`src/rtl/uwb_pkg.sv`:
```
package uwb_pkg;
    // Register offsets (byte addresses, one 32-bit word each).
    localparam logic [3:0] UWB_OFS_CTRL   = 4'h0;
    localparam logic [3:0] UWB_OFS_STATUS = 4'h4;
    localparam logic [3:0] UWB_OFS_RXBUF  = 4'h8;

    // Control register fields.
    localparam int UWB_CTRL_WAKE_BIT  = 0;
    localparam int UWB_CTRL_SYNC_BIT  = 1;
    localparam int UWB_CTRL_SLEEP_BIT = 2;

    // Status register fields.
    localparam int UWB_STAT_RXIF_BIT   = 0;
    localparam int UWB_STAT_IDLE_BIT   = 1;
    localparam int UWB_STAT_LINE_BIT   = 2;
    localparam int UWB_STAT_WAKE_BIT   = 3;
    localparam int UWB_STAT_FRAME_BIT  = 4;

    // Reset values.
    localparam logic       UWB_RST_WAKE  = 1'b0;
    localparam logic       UWB_RST_SYNC  = 1'b0;
    localparam logic       UWB_RST_SLEEP = 1'b0;
    localparam logic [7:0] UWB_RST_RXBUF = 8'h00;

    // Timing: the default bit time and the clock rate.
    localparam int UWB_CLK_HZ      = 200_000_000;
    localparam int UWB_BAUD        = 9600;
    localparam int UWB_BIT_CYCLES  = UWB_CLK_HZ / UWB_BAUD;

    // Receiver states, Gray coded along the usual path.
    typedef enum logic [2:0]
    {
        UWB_IDLE  = 3'b000,
        UWB_START = 3'b001,
        UWB_DATA  = 3'b011,
        UWB_STOP  = 3'b010,
        UWB_WAKE  = 3'b110
    } uwb_state_t;
endpackage

```
`src/rtl/uwb_line_sync.sv`:
```
`timescale 1ns/100ps
// Three-stage synchroniser for the receive pin; a change counts once
// stages two and three agree. Edge pulses come from registered stages only.
module uwb_line_sync
(
    // Clock and reset
    input  wire logic clock,
    input  wire logic rst,
    // Pin side
    input  wire logic pinIn,
    // Filtered line and edges
    output logic      lineLevel,
    output logic      fallPulse,
    output logic      risePulse
);
    logic stage1;
    logic stage2;
    logic stage3;

    always_ff @(posedge clock or posedge rst)
    begin
        if (rst)
        begin
            stage1 <= 1'b1;
            stage2 <= 1'b1;
            stage3 <= 1'b1;
        end
        else
        begin
            stage1 <= pinIn;
            stage2 <= stage1;
            stage3 <= stage2;
        end
    end

    always_ff @(posedge clock or posedge rst)
    begin
        if (rst)
        begin
            lineLevel <= 1'b1;
            fallPulse <= 1'b0;
            risePulse <= 1'b0;
        end
        else
        begin
            fallPulse <= 1'b0;
            risePulse <= 1'b0;
            if (stage2 == stage3 && stage3 != lineLevel)
            begin
                lineLevel <= stage3;
                fallPulse <= ~stage3;
                risePulse <= stage3;
            end
        end
    end
endmodule

```
`src/rtl/uwb_wake_uart.sv`:
```
`timescale 1ns/100ps
module uwb_wake_uart
    import uwb_pkg::*;
#(
    parameter int BIT_CYCLES = uwb_pkg::UWB_BIT_CYCLES
)
(
    // Clock and reset
    input  wire logic        clock,
    input  wire logic        rst,
    // Avalon-MM slave
    input  wire logic [3:0]  address,
    input  wire logic        read,
    input  wire logic        write,
    input  wire logic [31:0] writedata,
    output logic [31:0]      readdata,
    output logic             waitrequest,
    // Serial line
    input  wire logic        receiveLinePin,
    // Status outputs
    output logic             receiveInterruptFlag,
    output logic             wakeOnBreakEnable
);
    import uwb_pkg::*;

    localparam int CW = $clog2(BIT_CYCLES + 1);

    logic            lineLevel;
    logic            fallPulse;
    logic            risePulse;
    logic            syncMode;
    logic            sleepMode;
    logic            frameError;
    logic [7:0]      receiveBufferRegister;
    logic [7:0]      shiftReg;
    logic [2:0]      bitIndex;
    logic [CW-1:0]   baudCount;
    uwb_state_t      state;
    logic            charDone;
    logic            ackPending;
    logic            busAccess;
    logic            bufRead;
    logic            ctrlWrite;
    logic            wakeEvent;
    logic            breakEnd;
    logic            baudRun;
    logic            armed;

    // Pin capture through three flops into the running clock.
    // synchronised edge capture
    uwb_line_sync u_line_sync
    (
        .clock     (clock),
        .rst       (rst),
        .pinIn     (receiveLinePin),
        .lineLevel (lineLevel),
        .fallPulse (fallPulse),
        .risePulse (risePulse)
    );

    // One wait state per access so read data always come from a register.
    assign busAccess = (read || write) && !ackPending;
    assign bufRead   = read && ackPending && (address == UWB_OFS_RXBUF);
    assign ctrlWrite = write && ackPending && (address == UWB_OFS_CTRL);

    assign armed     = wakeOnBreakEnable && !syncMode;
    assign wakeEvent = armed && fallPulse && state == UWB_IDLE;
    assign breakEnd  = armed && risePulse && state == UWB_WAKE;
    assign baudRun   = !sleepMode && !syncMode;

    always_ff @(posedge clock or posedge rst)
    begin
        if (rst)
        begin
            ackPending  <= 1'b0;
            waitrequest <= 1'b1;
        end
        else
        begin
            ackPending  <= busAccess;
            waitrequest <= !busAccess;
        end
    end

    always_ff @(posedge clock or posedge rst)
    begin
        if (rst)
        begin
            readdata <= 32'h0000_0000;
        end
        else if (read && !ackPending)
        begin
            readdata <= 32'h0000_0000;
            case (address)
                UWB_OFS_CTRL:
                begin
                    readdata[UWB_CTRL_WAKE_BIT]  <= wakeOnBreakEnable;
                    readdata[UWB_CTRL_SYNC_BIT]  <= syncMode;
                    readdata[UWB_CTRL_SLEEP_BIT] <= sleepMode;
                end
                UWB_OFS_STATUS:
                begin
                    readdata[UWB_STAT_RXIF_BIT]  <= receiveInterruptFlag;
                    readdata[UWB_STAT_IDLE_BIT]  <= (state == UWB_IDLE);
                    readdata[UWB_STAT_LINE_BIT]  <= lineLevel;
                    readdata[UWB_STAT_WAKE_BIT]  <= (state == UWB_WAKE);
                    readdata[UWB_STAT_FRAME_BIT] <= frameError;
                end
                UWB_OFS_RXBUF:
                begin
                    readdata[7:0] <= receiveBufferRegister;
                end
                default:
                begin
                    readdata <= 32'h0000_0000;
                end
            endcase
        end
    end

    // Mode bits; hardware clear of wake enable beats a software write.
    always_ff @(posedge clock or posedge rst)
    begin
        if (rst)
        begin
            wakeOnBreakEnable <= UWB_RST_WAKE;
            syncMode          <= UWB_RST_SYNC;
            sleepMode         <= UWB_RST_SLEEP;
        end
        else
        begin
            if (ctrlWrite)
            begin
                wakeOnBreakEnable <= writedata[UWB_CTRL_WAKE_BIT];
                syncMode          <= writedata[UWB_CTRL_SYNC_BIT];
                sleepMode         <= writedata[UWB_CTRL_SLEEP_BIT];
            end
            if (breakEnd)
            begin
                wakeOnBreakEnable <= 1'b0;
            end
        end
    end

    // flag set on wake or character
    always_ff @(posedge clock or posedge rst)
    begin
        if (rst)
        begin
            receiveInterruptFlag <= 1'b0;
        end
        else if (wakeEvent || charDone)
        begin
            receiveInterruptFlag <= 1'b1;
        end
        else if (bufRead)
        begin
            receiveInterruptFlag <= 1'b0;
        end
    end

    // Receiver. Wake monitoring uses only the synchronised edges, so it
    // keeps working while sleep stops the baud counter.
    // independent of processor mode
    always_ff @(posedge clock or posedge rst)
    begin
        if (rst)
        begin
            state                 <= UWB_IDLE;
            baudCount             <= '0;
            bitIndex              <= 3'h0;
            shiftReg              <= 8'h00;
            receiveBufferRegister <= UWB_RST_RXBUF;
            frameError            <= 1'b0;
            charDone              <= 1'b0;
        end
        else
        begin
            charDone <= 1'b0;
            case (state)
                UWB_IDLE:
                begin
                    baudCount <= '0;
                    bitIndex  <= 3'h0;
                    if (wakeEvent)
                    begin
                        state <= UWB_WAKE;
                    end
                    else if (!armed && baudRun && fallPulse)
                    begin
                        state <= UWB_START;
                    end
                end
                UWB_WAKE:
                begin
                    // later bits are then taken as a fresh character
                    if (breakEnd || !armed)
                    begin
                        state <= UWB_IDLE;
                    end
                end
                UWB_START, UWB_DATA, UWB_STOP:
                begin
                    if (!baudRun)
                    begin
                        state <= UWB_IDLE;
                    end
                    else if (state == UWB_START
                             && baudCount == CW'(BIT_CYCLES / 2))
                    begin
                        baudCount <= '0;
                        state     <= lineLevel ? UWB_IDLE : UWB_DATA;
                    end
                    else if (state != UWB_START && baudCount == CW'(BIT_CYCLES - 1))
                    begin
                        baudCount <= '0;
                        if (state == UWB_DATA)
                        begin
                            shiftReg <= {lineLevel, shiftReg[7:1]};
                            bitIndex <= bitIndex + 3'h1;
                            if (bitIndex == 3'h7)
                            begin
                                state <= UWB_STOP;
                            end
                        end
                        else
                        begin
                            receiveBufferRegister <= shiftReg;
                            frameError            <= !lineLevel;
                            charDone              <= 1'b1;
                            state                 <= UWB_IDLE;
                        end
                    end
                    else
                    begin
                        baudCount <= baudCount + CW'(1);
                    end
                end
                default:
                begin
                    state <= UWB_IDLE;
                end
            endcase
        end
    end

    wake_sets_flag_a: assert property (@(posedge clock) disable iff (rst)
        wakeEvent |=> receiveInterruptFlag)
        else $error("Wake event did not set the receive flag.");

    break_end_clear_a: assert property (@(posedge clock) disable iff (rst)
        breakEnd |=> !wakeOnBreakEnable && state == UWB_IDLE)
        else $error("Break end did not clear wake enable.");

    armed_no_rx_a: assert property (@(posedge clock) disable iff (rst)
        armed && state == UWB_IDLE |=> state inside {UWB_IDLE, UWB_WAKE})
        else $error("Reception started while wake armed.");

    sync_no_wake_a: assert property (@(posedge clock) disable iff (rst)
        syncMode |-> !wakeEvent)
        else $error("Wake event in synchronous mode.");

    sleep_no_char_a: assert property (@(posedge clock) disable iff (rst)
        sleepMode |=> !charDone)
        else $error("Character completed during sleep.");

    read_clears_flag_a: assert property (@(posedge clock) disable iff (rst)
        bufRead && !wakeEvent && !charDone |=> !receiveInterruptFlag)
        else $error("Buffer read did not clear flag.");

    sleep_wake_a: assert property (@(posedge clock) disable iff (rst)
        sleepMode && armed && state == UWB_IDLE && fallPulse |=> state == UWB_WAKE)
        else $error("Wake missed in sleep.");

    fall_wakes_a: assert property (@(posedge clock) disable iff (rst)
        $fell(lineLevel) && armed && state == UWB_IDLE |-> wakeEvent)
        else $error("Falling edge while armed was not a wake.");

    wake_cov_c: cover property (@(posedge clock) disable iff (rst)
        wakeEvent ##[1:1000] breakEnd);
    char_cov_c: cover property (@(posedge clock) disable iff (rst) charDone);
    sleep_cov_c: cover property (@(posedge clock) disable iff (rst)
        sleepMode && wakeEvent);
endmodule

```
`config.mk`:
```
export PLATFORM = sky130hd
export DESIGN_NAME = uwb_wake_uart
export DESIGN_NICKNAME = d
export VERILOG_FILES = /design/src/rtl/uwb_pkg.sv /design/src/rtl/uwb_line_sync.sv /design/src/rtl/uwb_wake_uart.sv
export SDC_FILE = /design/constraint.sdc
export NUM_CORES = 1
export LEC_CHECK = 0
export ABC_AREA = 1
export BUFFER_PORTS_ARGS = -buffer_cell sky130_fd_sc_hd__buf_2
export CAP_MARGIN = 20
export CORE_MARGIN = 2
export CORE_UTILIZATION = 45
export DETAILED_ROUTE_END_ITERATION = 8
export PLACE_DENSITY = 0.76
export SYNTH_ARGS = -nofsm -noshare
export SYNTH_HDL_FRONTEND = slang
export SYNTH_SLANG_ARGS = --single-unit
```
`constraint.sdc`:
```
create_clock -name clock -period 3.6 [get_ports clock]
set_input_delay 0.72 -clock clock [delete_from_list [all_inputs] [get_ports clock]]
set_output_delay 0.72 -clock clock [all_outputs]
set_load 0.1 [all_outputs]
```
; Word level (Yosys, flattened, before mapping)
; Index checks and enable logic that the tools add are counted.
[totals]
mem_bits_ro = 0
input_bits = 41
latchBits = 0
memories = 0
output_inout_bits = 35
ff_bits = 59
mem_bits_rw = 0
[classes]
order_cmp = 0
eq_ne = 20
shift = 0
reduce_logical = 37
addsub = 2
div = 0
n_mux = 33
bitwise_logic = 3
n_mul = 0
[ops]
columns = operator, n
row1 = $mux W15, 3
row2 = $mux W3, 13
row3 = $pmux W15 S2, 1
row4 = $pmux W3 S3, 2
row5 = $logic_and A1 B1 Y1, 17
row6 = $add A15 B1 Y15 const B, 1
row7 = $eq A15 B14 Y1 const B, 1
row8 = $eq A15 B15 Y1 const B, 1
row9 = $reduce_and A5 Y1, 3
row10 = $mux W1, 11
row11 = $ne A2 B2 Y1 const B, 4
row12 = $eq A3 B2 Y1 const B, 2
row13 = $eq A3 B3 Y1 const B, 2
row14 = $logic_not A1 Y1, 6
row15 = $pmux W3 S2, 1
row16 = $reduce_bool A2 Y1, 3
row17 = $ne A5 B5 Y1 const B, 1
row18 = $eq A4 B3 Y1 const B, 1
row19 = $eq A4 B4 Y1 const B, 1
row20 = $logic_not A4 Y1, 1
row21 = $ne A4 B4 Y1 const B, 1
row22 = $pmux W2 S2, 1
row23 = $reduce_and A4 Y1, 1
row24 = $add A3 B1 Y3 const B, 1
row25 = other kinds (12), 16

; Depth between registers and ports, before layout
; Gate-level depths: netlist (run 1).
[logic_depth]
ltp_word = 8
depth_mapped = 11
depth_no_buf = 11

; By module
; From an unflattened synthesis (run 1), not the netlist that was laid out.
[unflattened]
cells_unflattened = 397
hier_area_um2 = 3283.1
[modules_own_cells]
columns = mod, area_per_inst_um2, n_inst, cells_each, seq_area_each_um2
row1 = uwb_wake_uart, 3099.2, 1, 384, 1327.5
row2 = uwb_line_sync, 183.9, 1, 13, 155.1

; Least setup slack after synthesis (run 1)
; Ideal clock, no wire load.
[synth_timing]
path_kind = reg2reg
start = register wakeOnBreakEnable
end = register state[1]
period_less_slack_ns = 1.918
setup_time_ns = 0.117
t_required_ns = 3.483
path_stages_with_launch = 8
t_arrival_ns = 1.801
path_buffers = 0
setup_slack_ns = 1.682
path_cell_list = dfrtp_1 nand2_1 nor3_1 o21ai_0 o21ai_1 nand2_1 nand2_1 nand2_1
[synth_via]
elab_chain_cells = 6
[synth_rtl]
columns = item, line_no
row1 = start: declaration, uwb_wake_uart.sv:22  ; output logic wakeOnBreakEnable
row2 = start signal: assignment, uwb_wake_uart.sv:134  ; wakeOnBreakEnable <= writedata[UWB_CTRL_WAKE_BIT];
row3 = $logic_and A1 B1 Y1 *, uwb_wake_uart.sv:66  ; assign armed = wakeOnBreakEnable && !syncMode;
row4 = $logic_not A1 Y1 or $logic_and A1 B1 Y1 (tied branches), "uwb_wake_uart.sv:189, uwb_wake_uart.sv:197, uwb_wake_uart.sv:68"
row5 = "$logic_and A1 B1 Y1, on equally long branches", "uwb_wake_uart.sv:189, uwb_wake_uart.sv:68"
row6 = $logic_and A1 B1 Y1 or $logic_or A1 B1 Y1 (tied branches), "uwb_wake_uart.sv:189, uwb_wake_uart.sv:197"
row7 = $ne A3 B2 Y1 (no source line) or $ne A2 B1 Y1 (tied branches), --
row8 = $reduce_and A4 Y1 (no source line), --
row9 = end signal: assignment, uwb_wake_uart.sv:212  ; state <= lineLevel ? UWB_IDLE : UWB_DATA;
row10 = end: declaration, uwb_wake_uart.sv:38  ; uwb_state_t state;
; Mark *: on every way between the ends. The rest lies on a longest branch, timed or not.
; A chain may end at the register's enable or synchronous reset.

; Worst setup path after layout (run 1)
[layout_timing]
start = register waitrequest
end = output waitrequest
[layout_rtl]
columns = item, line_no
row1 = start: declaration, uwb_wake_uart.sv:17  ; output logic waitrequest,
row2 = start signal: assignment, uwb_wake_uart.sv:81  ; waitrequest <= !busAccess;
; No word-level cell between the ends.

==> results of run 1 <==
-- per-stage QoR --
step,std cells,power (mW),hold slack (ns)
after floorplan,408,1.345,0.3452
after global placement,486,1.402,0.3477
after detailed placement,486,1.425,0.3511
after CTS,502,2.172,0.3568
after global routing,502,2.265,0.3553
final,502,2.150,0.3546
-- Yosys cell counts, drive strengths merged (2+ instances only) --
| library cell | n |
|---|---|
| nand4 | 4 |
| nand2 | 113 |
| inv | 43 |
| a21oi | 4 |
| a31oi | 2 |
| or2 | 2 |
| dfstp | 5 |
| buf | 27 |
| xor2 | 10 |
| nand3b | 3 |
| nand3 | 28 |
| ha | 4 |
| nor2 | 51 |
| o21ai | 15 |
| nor3 | 12 |
| dfrtp | 54 |
-- cells in the final DEF (no fill, tap or decap), types with 3 or more instances in the layout --
master and instances:
nand3_1 27, o21ai_0 10, dfstp_2 5, nor3_1 10, nand4_1 4, a21oi_1 4, inv_1 33, xor2_1 10
nand2_2 3, nor2_4 3, clkbuf_8 10, bufinv_16 3, dfrtp_1 54, nor2_2 6, inv_2 10, nand3b_1 3
ha_1 4, buf_2 22, buf_4 3, conb_1 24, nand2_1 108, nor2_1 42
-- state kept, by name, summed over array words and instances (netlist names) --
name	flops
u_line_sync.stage2	1
bitIndex	3
receiveBufferRegister	8
state	3
baudCount	15
charDone	1
wakeOnBreakEnable	1
u_line_sync.stage3	1
u_line_sync.fallPulse	1
frameError	1
waitrequest	1
u_line_sync.lineLevel	1
shiftReg	8
receiveInterruptFlag	1
syncMode	1
ackPending	1
u_line_sync.risePulse	1
u_line_sync.stage1	1
readdata	8
sleepMode	1
-- layer usage --
| metal | vias up | track usage, % | share of wire [%] |
|---|---|---|---|
| met5 | - | 0 | 0 |
| met4 | 0 | 9.091 | 3.2 |
| met3 | 19 | 5.213 | 4.2 |
| met2 | 60 | 28.51 | 49 |
| met1 | 1139 | 20.57 | 43 |
| li1 | 1228 | - | - |
-- kinds of logic (layout without fill, tap and decap cells) --
family / Yosys count / after routing
XOR/XNOR: 11 / 11
multiplexers: 1 / 1
flip-flops: 59 / 59
AO/OA/AOI/OAI: 24 / 24
other: 1 / 24
AND/OR/NAND/NOR: 215 / 215
buffers and inverters: 70 / 84
adder cells (fa/ha/maj): 4 / 4
-- path summary, 6_finish.rpt --
| kind | end | slack (ns) | cells past startpoint |
|---|---|---|---|
| setup / recovery | waitrequest | 1.61 | 1 |
| hold / removal | u_line_sync.stage2$_DFF_PP1_ | 0.35 | 0 |
| setup reg to reg | receiveBufferRegister[5]$_DFFE_PP0P_ | 1.84 | 10 |
| hold reg to reg | u_line_sync.stage2$_DFF_PP1_ | 0.35 | 0 |
| max in group asynchronous | baudCount[10]$_DFFE_PP0P_ | 2.43 | 3 |
| min in group asynchronous | u_line_sync.risePulse$_DFF_PP0_ | 0.45 | 2 |
-- where the power goes --
group          internal [mW]  total [mW]  switching, mW  leakage [nW]
sequential             0.729       0.788         0.0584         0.783
combinational          0.142       0.621          0.479         0.922
clock                  0.479       0.742          0.262         0.117
total                   1.35        2.15          0.799          1.82
-- cell type report --
class,instances,share of cell area [%]
clock buffers,12,4.168
flip-flops and latches,59,42.58
inverters,43,4.635
clock inverters,4,2.803
multi-input cells,279,39.13
well taps,80,2.875
repair buffers,25,3.809
-- worst reg2reg max path, stage by stage (launching register included) --
cell and delay [ns]:
dfrtp_1 0.40, inv_1 0.10, ha_1 0.15, nand2_1 0.07, nand3b_1 0.21, nor2_4 0.17, nor2_1 0.08, nand2_2 0.20
inv_2 0.14, nand2_1 0.08, nand2_1 0.05
==> metrics.md, run 1 <==
| Metric | Value |
|---|---|
| Status | finished clean |
| Routability cong. | 0.8368 |
| Post-route ant nets | 0 |
| Number of global-route vias before repair | 2352 |
| DR vias | approximately 2400 |
| Synth warnings | 0 |
| Util after Layout | a little over 50% |
| Register area | between 1000 and 1500 um2 |
| Crit path capture type | primary output |
| Cell chain of the critical path | buf_2 |
| Adder-cell share of the synthesized area | under 10% |
| Gr usage total | 17.41% |
| Count of final hold-check violations | 0 |
| Die height | ~87 um |
| H-tree lvl count | 3 |
| Reg-to-reg startpoint | baudCount[0]$_DFFE_PP0P_ |
| Clk sinks | 59 |
| Slowest-stage cell, CP | dfstp_2 |
| Post-CTS Hold Buffers | 0 |
| WS Path Type | reg -> out |
| Initial antenna violation count | 0 |
| Largest family of logic cells by synthesized area | simple AND/OR/NAND/NOR gates |
| Leak Pwr | around 1.8 nW |
| Worst skew pair latency | between 0.3 and 0.4 ns |
| Fraction of registers with async set/reset | 100.0% |
| Sequential fraction of the synthesis area | 47.40% |
| Slew Viols, Final | 0 |
| Synth Area per Inst | between 8 and 9 um2 |
| Multiplexer area fraction after synthesis | less than 1% |
| CTS tree | built |
| Post-CTS Setup Repair Bufs | 0 |
| Delay of the slowest critical-path stage | around 0.52 ns |
| Root buf cell | clkbuf_8 |
| Top FF cell, synth | dfrtp_1 |
| Standard-cell rows | 30 |
| Hold Crit Start | u_line_sync.stage1$_DFF_PP1_ |
| CP Max Fanout | 1 |
| CP required | ~2.9 ns |
| Port Buf Inserts | 22 |
| Vias/cell | approximately 5 |
| Pre-CTS WS | 1.545 ns |
| DRT iter0 DRCs | between 80 and 90 |
| Seq cells post-synth | just under 60 |
| Pwr dens | between 600 and 700 nW/um2 |
| Core area | 6756 um2 |
| Top-area cell type share of the netlist area | a little over two fifths |
| TNS Setup | 0 ns |
| Hold Path Class | reg -> reg |
| Cell type with the largest total area after synthesis | dfrtp_1 |
| Slew headroom | between 50% and 60% |
| Synth top area cells | dfrtp_1, nand2_1, buf_4 |
| RSZ-0062 raised after global routing | false |
| WP buf/inv | 1 |
| # IOs | 76 |
| CTS Buf Count | 9 |
| EDFF count, synth | 0 |
| Mapped Area | about 3100 um2 |
| Width of the die | between 80 and 90 um |
| Top Family by Delay on Critical Path | flip-flops |
| Final wirelength | between 6000 and 7000 um |
| Area post-placement | roughly 3200 um2 |
| Post-synth cell types | 37 |
| Worst-Margin Slew | slightly above 0.6 ns |
| Largest net degree at the start of global routing | 31 |
| Maximum capacitance violations | 0 |
| P&R area growth vs syn | 11.32% |
| Clock Skews | roughly 0.0090 ns |
| Clock transition at path regs | about 0.07 ns |
| Post-CTS sizing | 0 |
| Crit path time final | 1.990 ns |
| Max Root-Sink Buffers | 2 |
| Period utilization | between 50% and 60% |
| Fillers | approximately 620 |
| Worst setup SP type | flip-flop |
| Worst vdd ir | roughly 0.35 mV |
| Synth Instances | ~390 |
| Multi-input gate area | roughly 1400 um2 |
| Simple-gate portion of the synthesized area | ~30% |
| Post-Synth XOR/XNOR Area | under 10% |
| Fraction of layout cells with a size suffix above 1 | between 10% and 20% |
| Post-route design area | 3482 um2 |
| Synth Area in Compound Gates | around 4.8% |
| Drt first pass iters | 6 |
| Setup violators final | 0 |
| Drt drc | 0 |
| Final setup margin | around 1.6 ns |
| Initial Util | 46.30% |
| Antenna cell count | 0 |
| CP startpoint | waitrequest$_DFF_PP1_ |
| First-pass GRT wire length | about 10000 um |
| Grt total ovfl | 0 |
| Placed wire-length estimate | around 4500 um |
| Worst EP arrival | 1.27 ns |
| Wirelength per Cell | approximately 12 um |
| FMAX | between 0.5 and 0.6 GHz |
| DIE AREA | around 7600 um2 |
| NumNets Final | between 400 and 500 |
(Power assumes the default switching activity.)
==> run 2, diff against run 1 <==
- PLACE_DENSITY: 0.76 -> 0.79
- clock period: 3.6 -> 1.75 ns (I/O delays scaled with it)
==> run 2 against run 1 <==
Compared with the run above:
- worst setup slack worse by 1.5 ns
- clock-buffer cell count down 3
- global-route usage up 0.27 points
- critical path type is now reg -> reg
- register-to-register slack worse by 1.8 ns
- total power up 96%
- core utilization up 0.96 points
- wire length up 1.2%
- critical path depth up 9
- sequential power up 110%
- combinational power up 120%
- cell area up 1.9%
- die area unchanged
==> metrics.md, run 2 (synthesized netlist as in run 1, its figures left out) <==
| Metric | Value |
|---|---|
| Delay of the slowest critical-path stage | 0.41 ns (-0.11 ns) |
| Width of the die | 87.38 um (unchanged) |
| CTS tree | built |
| Slew Viols, Final | 0 (unchanged) |
| Grt total ovfl | 0 (unchanged) |
| Maximum capacitance violations | 0 (unchanged) |
| Count of final hold-check violations | 0 (unchanged) |
| Most common cell on crit path | nand2_1 |
| Worst vdd ir | 0.8143 mV (+130%) |
| Initial antenna violation count | 0 (unchanged) |
| Drt first pass iters | 4 (-2) |
| Largest net degree at the start of global routing | 60 (+94%) |
| Pwr dens | 1186 nW/um2 (+92%) |
| Worst Reg-to-Reg Cells | 10 (unchanged) |
| H-tree lvl count | 3 (unchanged) |
| Clk sinks | 59 (unchanged) |
| Worst R2R End | receiveBufferRegister[1]$_DFFE_PP0P_ |
| Wirelength per Cell | 11.94 um (-0.82%) |
| Top Family by Delay on Critical Path | simple AND/OR/NAND/NOR gates |
| FMAX | approximately 0.60 GHz |
| Most common cell after layout, fill and taps aside | nand2_1 |
| Final wirelength | 6112 um (+1.2%) |
| Fraction of layout cells with a size suffix above 1 | 21.30% (+3.0 points) |
| Post-route design area | 3547 um2 (+1.9%) |
| CP required | 1.99 ns (-0.89 ns) |
| Worst EP arrival | 1.92 ns (+0.65 ns) |
| Drt drc | 0 (unchanged) |
| Clock transition at path regs | 0.07 ns (about the same) |
| First-pass GRT wire length | 10530 um (+1.9%) |
| DRT iter0 DRCs | 69 (-22%) |
| Worst skew pair latency | 0.34 ns (about the same) |
| WS Path Type | reg -> reg |
| Crit path time final | 1.680 ns |
| Reg-to-reg startpoint | baudCount[0]$_DFFE_PP0P_ |
| Hold Path Class | in -> async |
| Port Buf Inserts | 22 (unchanged) |
| Clock Skews | 0.01113 ns (+0.002095 ns) |
| Worst setup SP type | flip-flop |
| WP buf/inv | 2 (+1) |
| Commonest non-fill, non-tap cells in the layout | nand2_1, dfrtp_1, nor2_1 |
| Root buf cell | clkbuf_8 |
| CTS Buf Count | 9 (unchanged) |
| P&R area growth vs syn | 13.40% |
| Gr usage total | 17.68% (+0.27 points) |
| Area post-placement | 3286 um2 (+1.4%) |
| Slowest-stage cell, CP | dfrtp_1 |
| Placed wire-length estimate | 4424 um (-2.1%) |
| Number of global-route vias before repair | 2473 (+5.1%) |
| # IOs | 76 (unchanged) |
| Routability cong. | 0.8351 (-0.20%) |
| Register name with the most flops | baudCount |
| Cell chain of the critical path | inv_2 -> ha_1 -> nand2_1 -> nand3b_1 -> nor2_4 -> nor2_2 -> nand2_4 -> clkinvlp_4 -> nand2_1 -> nand2_1 |
| Max reg flops | 15 (unchanged) |
| Design Power | 4.208 mW (+96%) |
| Placed cells | 490 (+0.82%) |
| Leak Pwr | 1.860 nW (+2.1%) |
| Core area | 6756 um2 (unchanged) |
| DR vias | 2503 (+2.3%) |
| Status | finished clean |
| Crit path capture type | flip-flop |
| Setup violators final | 0 (unchanged) |
| Initial Util | 46.30% (unchanged) |
| NumNets Final | 472 (+2.2%) |
| DIE AREA | 7634 um2 (unchanged) |
| Die height | 87.38 um (unchanged) |
| CP Max Fanout | 7 (+6) |
| Antenna cell count | 0 (unchanged) |
| Final std cells w/o fill | 512 (+2.0%) |
| Standard-cell rows | 30 (unchanged) |
| Max Root-Sink Buffers | 2 (unchanged) |
| Worst reg-to-reg setup slack | 0.07 ns (-1.77 ns) |
| Hold_ws | 0.08405 ns (-0.2705 ns) |
| Crit path depth | 10 (+9) |
| Vias/cell | 4.889 (+0.33%) |
| Period utilization | 96.02% |
| Post-route ant nets | 0 (unchanged) |
==> run 2: cell types whose count changed in the layout (fill, tap and decap cells not counted), sizes merged <==
cell,previous run,this run
buf,25,34
clkbuf,12,9
clkinv,0,3
clkinvlp,1,4
bufinv,3,1
==> run 2: worst max-delay path by stage <==
| stage | to | from |
|---|---|---|
| after floorplan | state[1]$_DFFE_PP0P_ | wakeOnBreakEnable$_DFFE_PP0P_ |
| after global placement | receiveBufferRegister[5]$_DFFE_PP0P_ | baudCount[0]$_DFFE_PP0P_ |
| after detailed placement | receiveBufferRegister[6]$_DFFE_PP0P_ | baudCount[0]$_DFFE_PP0P_ |
| after CTS | receiveBufferRegister[7]$_DFFE_PP0P_ | baudCount[0]$_DFFE_PP0P_ |
| after global routing | receiveBufferRegister[4]$_DFFE_PP0P_ | baudCount[0]$_DFFE_PP0P_ |
| final | receiveBufferRegister[1]$_DFFE_PP0P_ | baudCount[0]$_DFFE_PP0P_ |
==> run 2: layout make-up <==
class	instances	area, um2
inverter	43	167.7
clock buffer	9	123.9
tap	80	100.1
sequential	59	1483
timing repair buffer	34	216.5
timing repair inverter	1	7.507
clock inverter	7	76.32
multi-input combinational	279	1373
fill	616	3209
==> run 2: tightest hold or removal path, cell delays in order <==
cell and delay, ns:
buf_2 0.11, clkinvlp_4 0.07, buf_12 0.28
==> run 2: per-layer routing <==
layer / GRT usage, % / vias to the layer above / routed length, um
met5: 0 / - / 0
met3: 5.687 / 8 / 221
li1: - / 1248 / -
met2: 30.30 / 50 / 3213
met4: 6.154 / 0 / 89
met1: 20.78 / 1197 / 2588
==> run 2: power by group <==
part	total (mW)	switching, mW	internal [mW]
combinational	1.34	1.01	0.333
clock	1.25	0.590	0.663
sequential	1.62	0.117	1.50
==> run 2: repair_timing <==
| item | in CTS | in global routing |
|---|---|---|
| resized for setup | 0 | 6 |
| setup buffers | 0 | 5 |
| hold buffers | 0 | 0 |
| setup endpoints to repair | 0 | 11 |
==> run 2: metrics by stage <==
step	TNS, ns	setup WS, ns	utilization (%)
2_1_floorplan	-0.3350	-0.1677	-
3_3_place_gp	0	0.1242	48.63
3_5_place_dp	0	0.07247	48.63
4_1_cts	0	0.05669	51.59
5_1_grt	-0.03033	-0.01222	52.50
6_report	0	0.06973	52.50
